`src/verilog/scr_params.svh`:
```
// Offsets, field positions, commands and counts of the register select block
`ifndef SCR_PARAMS_SVH
`define SCR_PARAMS_SVH

// Extra bus cycles the internal reset stays on after its cause ends
`define SCR_STRETCH_CYC      4
// Access recovery time added to the stretch of a full software reset
`define SCR_RECOVERY_CYC     2

// Register slots, point-high bit included
`define SCR_SLOT_CMD         4'h0
`define SCR_SLOT_SHARED2     4'h2
`define SCR_SLOT_WR3         4'h3
`define SCR_SLOT_WR4         4'h4
`define SCR_SLOT_WR5         4'h5
`define SCR_SLOT_RR6         4'h6
`define SCR_SLOT_SYNC        4'h7
`define SCR_SLOT_DATA        4'h8
`define SCR_SLOT_MASTER      4'h9
`define SCR_SLOT_WR10        4'hA
`define SCR_SLOT_RB11        4'hB
`define SCR_SLOT_RB14        4'hE
`define SCR_SLOT_ENH         4'hF

// Command register fields
`define SCR_PTR_LSB          0
`define SCR_PTR_MSB          2
`define SCR_CMDCODE_LSB      3
`define SCR_CMDCODE_MSB      5
`define SCR_POINT_HIGH       3'h1

// Master control register fields
`define SCR_RSTCMD_LSB       6
`define SCR_RSTCMD_MSB       7
`define SCR_MASTER_KEEP      8'h3F

// Enhancement control bits
`define SCR_ENH_OPTS_BIT     0
`define SCR_ENH_FIFO_BIT     2

// Enhancement options register
`define SCR_OPT_EXTREAD_BIT  6
`define SCR_OPT_WMASK        8'h7F

// Bits kept by a channel reset in the registers that it touches
`define SCR_CHRST_KEEP3      8'hFE
`define SCR_CHRST_KEEP5      8'h61
`define SCR_RESET_VAL        8'h00

`endif

```
`src/verilog/scr_pkg.sv`:
```
// Types shared by the register select block
package scr_pkg;
    typedef logic [3:0] scr_slot_t;

    // Software reset commands in the master control register
    typedef enum logic [1:0] {
        SCR_RST_NONE = 2'h0,
        SCR_RST_CHB  = 2'h1,
        SCR_RST_CHA  = 2'h2,
        SCR_RST_FULL = 2'h3
    } scr_rstcmd_t;
endpackage : scr_pkg

```
`src/verilog/scr_reset_stretch.sv`:
```
// Internal reset stretcher: holds reset on a set number of cycles after cause
`include "scr_params.svh"
module scr_reset_stretch #(
    parameter int STRETCH  = `SCR_STRETCH_CYC,
    parameter int RECOVERY = `SCR_RECOVERY_CYC
) (
    // Clock and reset
    input  wire logic clk,
    input  wire logic nrst,
    // Causes
    input  wire logic hold,
    input  wire logic softLoad,
    // Result
    output logic      active
);
    localparam int CW = $clog2(STRETCH + RECOVERY + 1);

    logic [CW-1:0] count;
    logic [CW-1:0] next_count;

    // Counts the counter cannot serve are refused at elaboration
    if (STRETCH < 1 || RECOVERY < 0) begin : gBadCounts
        $error("scr_reset_stretch: bad stretch counts");
    end

    // Hold reloads the count so the stretch starts at the release
    always_comb begin
        next_count = count;
        if (hold) begin
            next_count = CW'(STRETCH);
        end else if (softLoad) begin
            next_count = CW'(STRETCH + RECOVERY);
        end else if (count != '0) begin
            next_count = count - CW'(1);
        end
    end

    always_ff @(posedge clk or negedge nrst) begin
        if (!nrst) begin
            count <= '0;
        end else begin
            count <= next_count;
        end
    end

    assign active = hold || (count != '0);
endmodule : scr_reset_stretch

```
`src/verilog/scr_regmap.sv`:
```
// Register pointer, write register bank, read-back map and reset logic
`include "scr_params.svh"
module scr_regmap (
    // Clock and reset
    input  wire logic       clk,
    input  wire logic       nrst,
    // Host bus strobes and selects
    input  wire logic       rdN,
    input  wire logic       wrN,
    input  wire logic       ceN,
    input  wire logic       dataCmd,
    input  wire logic       chanA,
    // Host data bus, two-way
    input  wire logic [7:0] dataIn,
    output logic      [7:0] dataOut,
    output logic            dataOeN,
    // Read registers supplied by the channel logic
    output scr_pkg::scr_slot_t readSlot,
    output logic            readChanA,
    input  wire logic [7:0] readStatus,
    // Reset and mode outputs
    output logic            intReset,
    output logic            chanResetA,
    output logic            chanResetB,
    output logic            fifoDeepA,
    output logic            fifoDeepB
);
    // Write registers, both channels; index is {channel, slot}
    logic [7:0] wrReg      [0:31];
    logic [7:0] next_wrReg [0:31];
    logic [7:0] optReg      [0:1];
    logic [7:0] next_optReg [0:1];
    logic [2:0] ptr;
    logic [2:0] next_ptr;
    logic       ptHigh;
    logic       next_ptHigh;
    logic       keepMaster;
    logic       next_keepMaster;
    logic       prevRd;
    logic       prevWr;
    logic       readActive;
    logic       next_readActive;
    logic [7:0] next_dataOut;
    logic       next_chanResetA;
    logic       next_chanResetB;
    logic       fullLoad;

    logic               bothLow;
    logic               rdTake;
    logic               wrTake;
    scr_pkg::scr_slot_t slot;
    logic               ch;
    logic               enhOpts;
    logic               enhFifo;
    logic               extRead;
    logic [7:0]         readValue;
    scr_pkg::scr_rstcmd_t rstCmd;

    // Both strobes low is a reset whatever chip select says
    assign bothLow = !rdN && !wrN;

    // A strobe is taken on its falling edge, never during internal reset
    assign rdTake = !rdN && prevRd && wrN && !ceN && !intReset;
    assign wrTake = !wrN && prevWr && rdN && !ceN && !intReset;

    // Data accesses go to the data slot; command ones use the pointer
    assign ch   = chanA;
    assign slot = dataCmd ? `SCR_SLOT_DATA : {ptHigh, ptr};

    assign enhOpts = wrReg[{ch, `SCR_SLOT_ENH}][`SCR_ENH_OPTS_BIT];
    assign enhFifo = wrReg[{ch, `SCR_SLOT_ENH}][`SCR_ENH_FIFO_BIT];
    assign extRead = enhOpts && optReg[ch][`SCR_OPT_EXTREAD_BIT];
    assign rstCmd  = scr_pkg::scr_rstcmd_t'(
        dataIn[`SCR_RSTCMD_MSB:`SCR_RSTCMD_LSB]);
    assign fifoDeepA = wrReg[{1'b1, `SCR_SLOT_ENH}][`SCR_ENH_FIFO_BIT];
    assign fifoDeepB = wrReg[{1'b0, `SCR_SLOT_ENH}][`SCR_ENH_FIFO_BIT];
    assign fullLoad  = wrTake && !dataCmd && slot == `SCR_SLOT_MASTER
                       && rstCmd == scr_pkg::SCR_RST_FULL;

    // Slots 6 and 7 alias 2 and 3 unless both enhancements are on
    always_comb begin
        readChanA = chanA;
        readSlot  = slot;
        if (!(enhFifo && enhOpts) && (slot == `SCR_SLOT_RR6
                || slot == `SCR_SLOT_SYNC)) begin
            readSlot = slot - 4'h4;
        end
    end

    // Hidden write registers replace the status read when extended
    always_comb begin
        readValue = readStatus;
        if (extRead) begin
            if (slot == `SCR_SLOT_WR4 || slot == `SCR_SLOT_WR5) begin
                readValue = wrReg[{ch, slot}];
            end else if (slot == `SCR_SLOT_MASTER) begin
                readValue = wrReg[{ch, `SCR_SLOT_WR3}];
            end else if (slot == `SCR_SLOT_RB11) begin
                readValue = wrReg[{ch, `SCR_SLOT_WR10}];
            end else if (slot == `SCR_SLOT_RB14) begin
                readValue = optReg[ch];
            end
        end
    end

    // Stretched internal reset; the receive FIFO has no flush from here
    scr_reset_stretch #(
        .STRETCH  (`SCR_STRETCH_CYC),
        .RECOVERY (`SCR_RECOVERY_CYC)
    ) uStretch (
        .clk      (clk),
        .nrst     (nrst),
        .hold     (bothLow),
        .softLoad (fullLoad),
        .active   (intReset)
    );

    // Next state of pointer, register bank and read path
    always_comb begin
        next_wrReg      = wrReg;
        next_optReg     = optReg;
        next_ptr        = ptr;
        next_ptHigh     = ptHigh;
        next_keepMaster = keepMaster && !bothLow;
        next_readActive = readActive && !rdN && !intReset;
        next_dataOut    = dataOut;
        next_chanResetA = 1'b0;
        next_chanResetB = 1'b0;
        if (intReset) begin
            // Master control survives a software full reset only
            for (int i = 0; i < 32; i++) begin
                if (!(keepMaster && i == `SCR_SLOT_MASTER)) begin
                    next_wrReg[i] = `SCR_RESET_VAL;
                end
            end
            next_optReg[0] = `SCR_RESET_VAL;
            next_optReg[1] = `SCR_RESET_VAL;
            next_ptr       = 3'h0;
            next_ptHigh    = 1'b0;
        end else if (wrTake) begin
            if (!dataCmd) begin
                next_ptr    = 3'h0;
                next_ptHigh = 1'b0;
            end
            if (slot == `SCR_SLOT_CMD) begin
                next_wrReg[{ch, slot}] = dataIn;
                next_ptr    = dataIn[`SCR_PTR_MSB:`SCR_PTR_LSB];
                next_ptHigh = dataIn[`SCR_CMDCODE_MSB:`SCR_CMDCODE_LSB]
                              == `SCR_POINT_HIGH;
            end else if (slot == `SCR_SLOT_SYNC && enhOpts) begin
                next_optReg[ch] = dataIn & `SCR_OPT_WMASK;
            end else if (slot == `SCR_SLOT_SHARED2) begin
                next_wrReg[{1'b0, slot}] = dataIn;
            end else if (slot == `SCR_SLOT_MASTER) begin
                // Shared by both channels; command bits are not stored
                next_wrReg[{1'b0, slot}] = dataIn & `SCR_MASTER_KEEP;
                if (rstCmd == scr_pkg::SCR_RST_FULL) begin
                    next_keepMaster = 1'b1;
                end else if (rstCmd != scr_pkg::SCR_RST_NONE) begin
                    // Channel reset touches only its own channel
                    next_wrReg[{rstCmd[1], `SCR_SLOT_CMD}] =
                        `SCR_RESET_VAL;
                    next_wrReg[{rstCmd[1], 4'h1}] = `SCR_RESET_VAL;
                    next_wrReg[{rstCmd[1], `SCR_SLOT_WR3}] =
                        wrReg[{rstCmd[1], `SCR_SLOT_WR3}]
                        & `SCR_CHRST_KEEP3;
                    next_wrReg[{rstCmd[1], `SCR_SLOT_WR5}] =
                        wrReg[{rstCmd[1], `SCR_SLOT_WR5}]
                        & `SCR_CHRST_KEEP5;
                    next_chanResetA = rstCmd == scr_pkg::SCR_RST_CHA;
                    next_chanResetB = rstCmd == scr_pkg::SCR_RST_CHB;
                end
            end else begin
                next_wrReg[{ch, slot}] = dataIn;
            end
        end else if (rdTake) begin
            next_readActive = 1'b1;
            next_dataOut    = readValue;
            if (!dataCmd) begin
                next_ptr    = 3'h0;
                next_ptHigh = 1'b0;
            end
        end
    end

    // Register stage; strobes reset to high so one already low at start is seen as an edge
    always_ff @(posedge clk or negedge nrst) begin
        if (!nrst) begin
            for (int i = 0; i < 32; i++) begin
                wrReg[i] <= `SCR_RESET_VAL;
            end
            optReg[0]  <= `SCR_RESET_VAL;
            optReg[1]  <= `SCR_RESET_VAL;
            ptr        <= 3'h0;
            ptHigh     <= 1'b0;
            keepMaster <= 1'b0;
            prevRd     <= 1'b1;
            prevWr     <= 1'b1;
            readActive <= 1'b0;
            dataOut    <= `SCR_RESET_VAL;
            chanResetA <= 1'b0;
            chanResetB <= 1'b0;
        end else begin
            wrReg      <= next_wrReg;
            optReg     <= next_optReg;
            ptr        <= next_ptr;
            ptHigh     <= next_ptHigh;
            keepMaster <= next_keepMaster;
            prevRd     <= rdN;
            prevWr     <= wrN;
            readActive <= next_readActive;
            dataOut    <= next_dataOut;
            chanResetA <= next_chanResetA;
            chanResetB <= next_chanResetB;
        end
    end

    // Bus is driven only while a taken read strobe is still low
    assign dataOeN = !(readActive && !rdN);

    // Checks on reset, pointer and read-back behaviour
    logic [7:0] viewWr3;
    assign viewWr3 = wrReg[{ch, `SCR_SLOT_WR3}];
endmodule : scr_regmap

```
`config.mk`:
```
export PLATFORM = sky130hd
export DESIGN_NAME = scr_regmap
export DESIGN_NICKNAME = d
export VERILOG_FILES = /design/src/verilog/scr_pkg.sv /design/src/verilog/scr_reset_stretch.sv /design/src/verilog/scr_regmap.sv
export VERILOG_INCLUDE_DIRS = /design/src /design/src/verilog
export SDC_FILE = /design/constraint.sdc
export NUM_CORES = 1
export LEC_CHECK = 0
export BUFFER_PORTS_ARGS = -buffer_cell sky130_fd_sc_hd__buf_2
export CAP_MARGIN = 15
export CORE_ASPECT_RATIO = 0.75
export CORE_MARGIN = 2
export CORE_UTILIZATION = 57
export DETAILED_ROUTE_END_ITERATION = 8
export PLACE_DENSITY = 0.75
export SETUP_SLACK_MARGIN = 0.1
export SLEW_MARGIN = 20
export SYNTH_ARGS = -nofsm -noshare
export SYNTH_HDL_FRONTEND = slang
export SYNTH_SLANG_ARGS = --single-unit
```
`constraint.sdc`:
```
create_clock -name clk -period 2.38 [get_ports clk]
set_input_delay 0.476 -clock clk [delete_from_list [all_inputs] [get_ports clk]]
set_output_delay 0.476 -clock clk [all_outputs]
set_load 0.01 [all_outputs]
```
==> results.md <==
* CP arrival at 2.03 ns
* Fillers at 1578
* Post-Synthesis Cell Area at 14500 sq um
* Die Ht at 142 um
* Power per cell area at 651 nW/um^2
* Routed WL per cell at 29.1 um
* Largest net degree at the start of global routing at 66
* Die W at 188 um
* Num CTS Buffers at 29
* Gate Count Post-Synth at 1324
* Headroom to the max-slew limit at 43.4%
* Die area at 26700 sq um
* Max cap viols at 0
* Leakage Power at 0.00869 uW
* Reg2Reg Capture Point: wrReg[147]
* Commonest non-fill, non-tap cell in the layout: dfrtp_1
* Hold wc startpoint: wrN
* Syn avg cell area at 10.9 sq um
* Crit Path Category: register to output port
* Grt ovf at 0
* Share of the synthesized area in the top cell type at 48.4%
* Synth warn at 0
* Detail Route Antenna Nets at 0
* TritonCTS sink count at 282
* Mapped Nets at 1351
* Placed Instance Area at 16800 sq um
* Hold depth at 2
* Port buffer count at 41
* Min cycle time layout at 2.51 ns
* Post-synthesis sequential area ratio at 48.7%
* Worst EP required at 1.90 ns
* Multi-input logic area at 7710 sq um
* Worst VDD drop at 639 uV
* Core box area at 25000 sq um
* Post-Layout Inst Area at 19400 sq um
* Number of DRC markers in iteration 0 at 2012
* Area leader, netlist: dfrtp_1
* DRC Markers at 0
* Layout cells sized above 1 at 36.0%
* Failing checks: negative setup slack
* Endpoint class of the critical path: output port
* Row count at 50
* FFs w/ async S/R, synth at 100%
* Final WL at 56.8 mm
* Endpoints failing setup at 2
* Final Skew at 0.0355 ns
* CTS root buffer: clkbuf_16
* Longest Clk Path Bufs at 3
* Outcome: finished, violations left
* Ant diodes at 0
* Initial antenna violation count at 2
* Worst-path maximum fanout at 5
* Setup ws final at -0.127 ns
* Fmax achieved at 399 MHz
* Vias in the first global route at 13000
* Area growth syn-to-layout at 33.7%
* Unrepaired setup endpoints after global routing: true
* GRT Total Usage at 40.8%
* Htree depth at 1
* Detail Placement HPWL at 38.2 mm
* Flops & latches, synth at 282
* FF-to-FF path depth at 7
* Slew @ Worst Pin at 0.844 ns
* CTS tree: built
* Via density at 7.09
* Most frequent cells in the layout: dfrtp_1 (276), buf_4 (243), a22o_1 (148)
* Final Hold Viols at 0
* Worst R2R Start: ptHigh
* I/O Pins at 42
* Reg-to-reg slack, setup at 0 ns
* HP Class: primary input to register
* Number of flops mapped to enable cells by yosys at 0
* First-pass GRT wire length at 81.8 mm
* DRT Pass-1 Iters at 6
* Min-Delay Endpoint: prevWr
* GPL Wtd Cong at 1.05
* Total power draw at 12600 uW
* Worst-path clk slew at 0.07 ns
* Initial Utilization at 58.1%
* Fin crit share at 105%
* Nets at 1614
* Register area at 7070 sq um
* Count of pins over their slew limit at 0
* Prevailing post-synth register cell: dfrtp_1
* Synth unique cells at 83
* Via count at 13800
* CP startpoint kind: register
* Area contributors post-synth: dfrtp_1 (48%), mux2i_1 (10%), a22o_1 (8.9%)
* Latest clock arrival within the worst-skew pair at 0.60 ns
[critical path, cell delays in order (launching register included)]
cell and delay [ns]:
dfrtp_1 0.40, buf_6 0.14, a32oi_4 0.27, nand2_2 0.10
o31ai_2 0.25, buf_4 0.17, buf_6 0.10
[cells in the mapped netlist, types with 5 or more instances]
library cell / instances
o221a_2: 5
a31oi_1: 5
o31ai_1: 6
buf_2: 25
nor2b_1: 15
nand4_1: 5
buf_1: 12
nor4_1: 6
a32o_1: 17
clkbuf_1: 61
buf_6: 5
dfrtp_1: 280
a211o_1: 6
mux4_2: 6
o21ai_2: 6
o32ai_1: 5
nor2_1: 131
o21ai_1: 10
mux2_2: 6
buf_4: 13
o211ai_1: 12
a22oi_1: 13
and3_1: 5
o221ai_1: 15
nor3_1: 22
inv_1: 10
and2_1: 15
nand2b_1: 7
a221oi_1: 32
a21oi_1: 39
nand2_1: 63
a2bb2oi_1: 10
a211oi_1: 27
nor3_2: 5
o21ai_0: 37
a22o_1: 148
mux2i_1: 152
nand3_1: 11
[report_power, final]
part	total, uW	switching, uW	leakage (uW)	internal (uW)
Sequential	4990	87.9	0.00391	4900
Combinational	2740	1720	0.00428	1030
Clock	4880	2040	0.000504	2840
[kinds of logic after synthesis]
logic type,after synthesis,synth area share [%]
and+or+nand+nor,315,11.1
xor gates and xnor gates,1,0.0605
DFF,282,48.7
AOI/OAI and AO/OA,429,23.6
buffers and inverters,128,4.13
muxes,165,12.1
adders and majority gates,4,0.345
[stage by stage]
step                      std cells  TNS [ns]  worst slack (ns)  hold slack (ns)  util, %
after CTS                      1902    -0.204            -0.114            0.157     73.1
after global placement         1828    -19.84            -0.291            0.467     67.2
after floorplan                1324    -14.06            -0.229            0.180        -
after detailed placement       1828    -27.77            -0.330            0.470     67.2
after global routing           1948    -0.552            -0.154            0.167     77.6
final                          1948    -0.228            -0.127            0.168     77.6
[worst max-delay path by stage]
| stage | from | end | slack [ns] | depth (start not counted) |
|---|---|---|---|---|
| finish | wrReg[0] | readSlot[3] | -0.13 | 6 |
| global route | wrReg[128] | readSlot[3] | -0.15 | 6 |
| CTS | wrReg[128] | readSlot[3] | -0.11 | 6 |
| detailed placement | dataCmd | dataOut[2] | -0.33 | 12 |
| global placement | dataCmd | dataOut[2] | -0.29 | 12 |
| floorplan | dataCmd | wrReg[64] | -0.23 | 14 |
[layer usage]
metal | vias up | track usage [%] | routed length, um
li1 | 5612 | - | -
met1 | 6914 | 59.0 | 22600
met2 | 1064 | 58.1 | 24000
met3 | 217 | 12.0 | 7580
met4 | 4 | 15.4 | 2530
met5 | - | 0 | 22
[timing repair]
action / 4_1_cts / 5_1_grt
gates resized for setup: 64 / 144
hold buffers: 1 / 0
endpoints found under the hold margin: 54 / 0
setup endpoints to repair: 195 / 213
gates cloned: 0 / 5
setup buffers: 21 / 41
pin swaps: 26 / 55
[cell type report]
cell class	count	area share, %
multi-input cells	914	39.8
well taps	338	2.18
flip-flops and latches	282	36.5
clock inverters	14	0.814
inverters	12	0.271
repair buffers	348	16.0
clock buffers	40	4.42
[flip-flops by register name (all words and copies together) (netlist names)]
name            cells
wrReg             245
optReg             14
dataOut             8
ptr                 3
uStretch.count      3
chanResetA          1
chanResetB          1
fifoDeepA           1
fifoDeepB           1
keepMaster          1
prevRd              1
prevWr              1
ptHigh              1
readActive          1
Power figures use the tool's default switching activity.
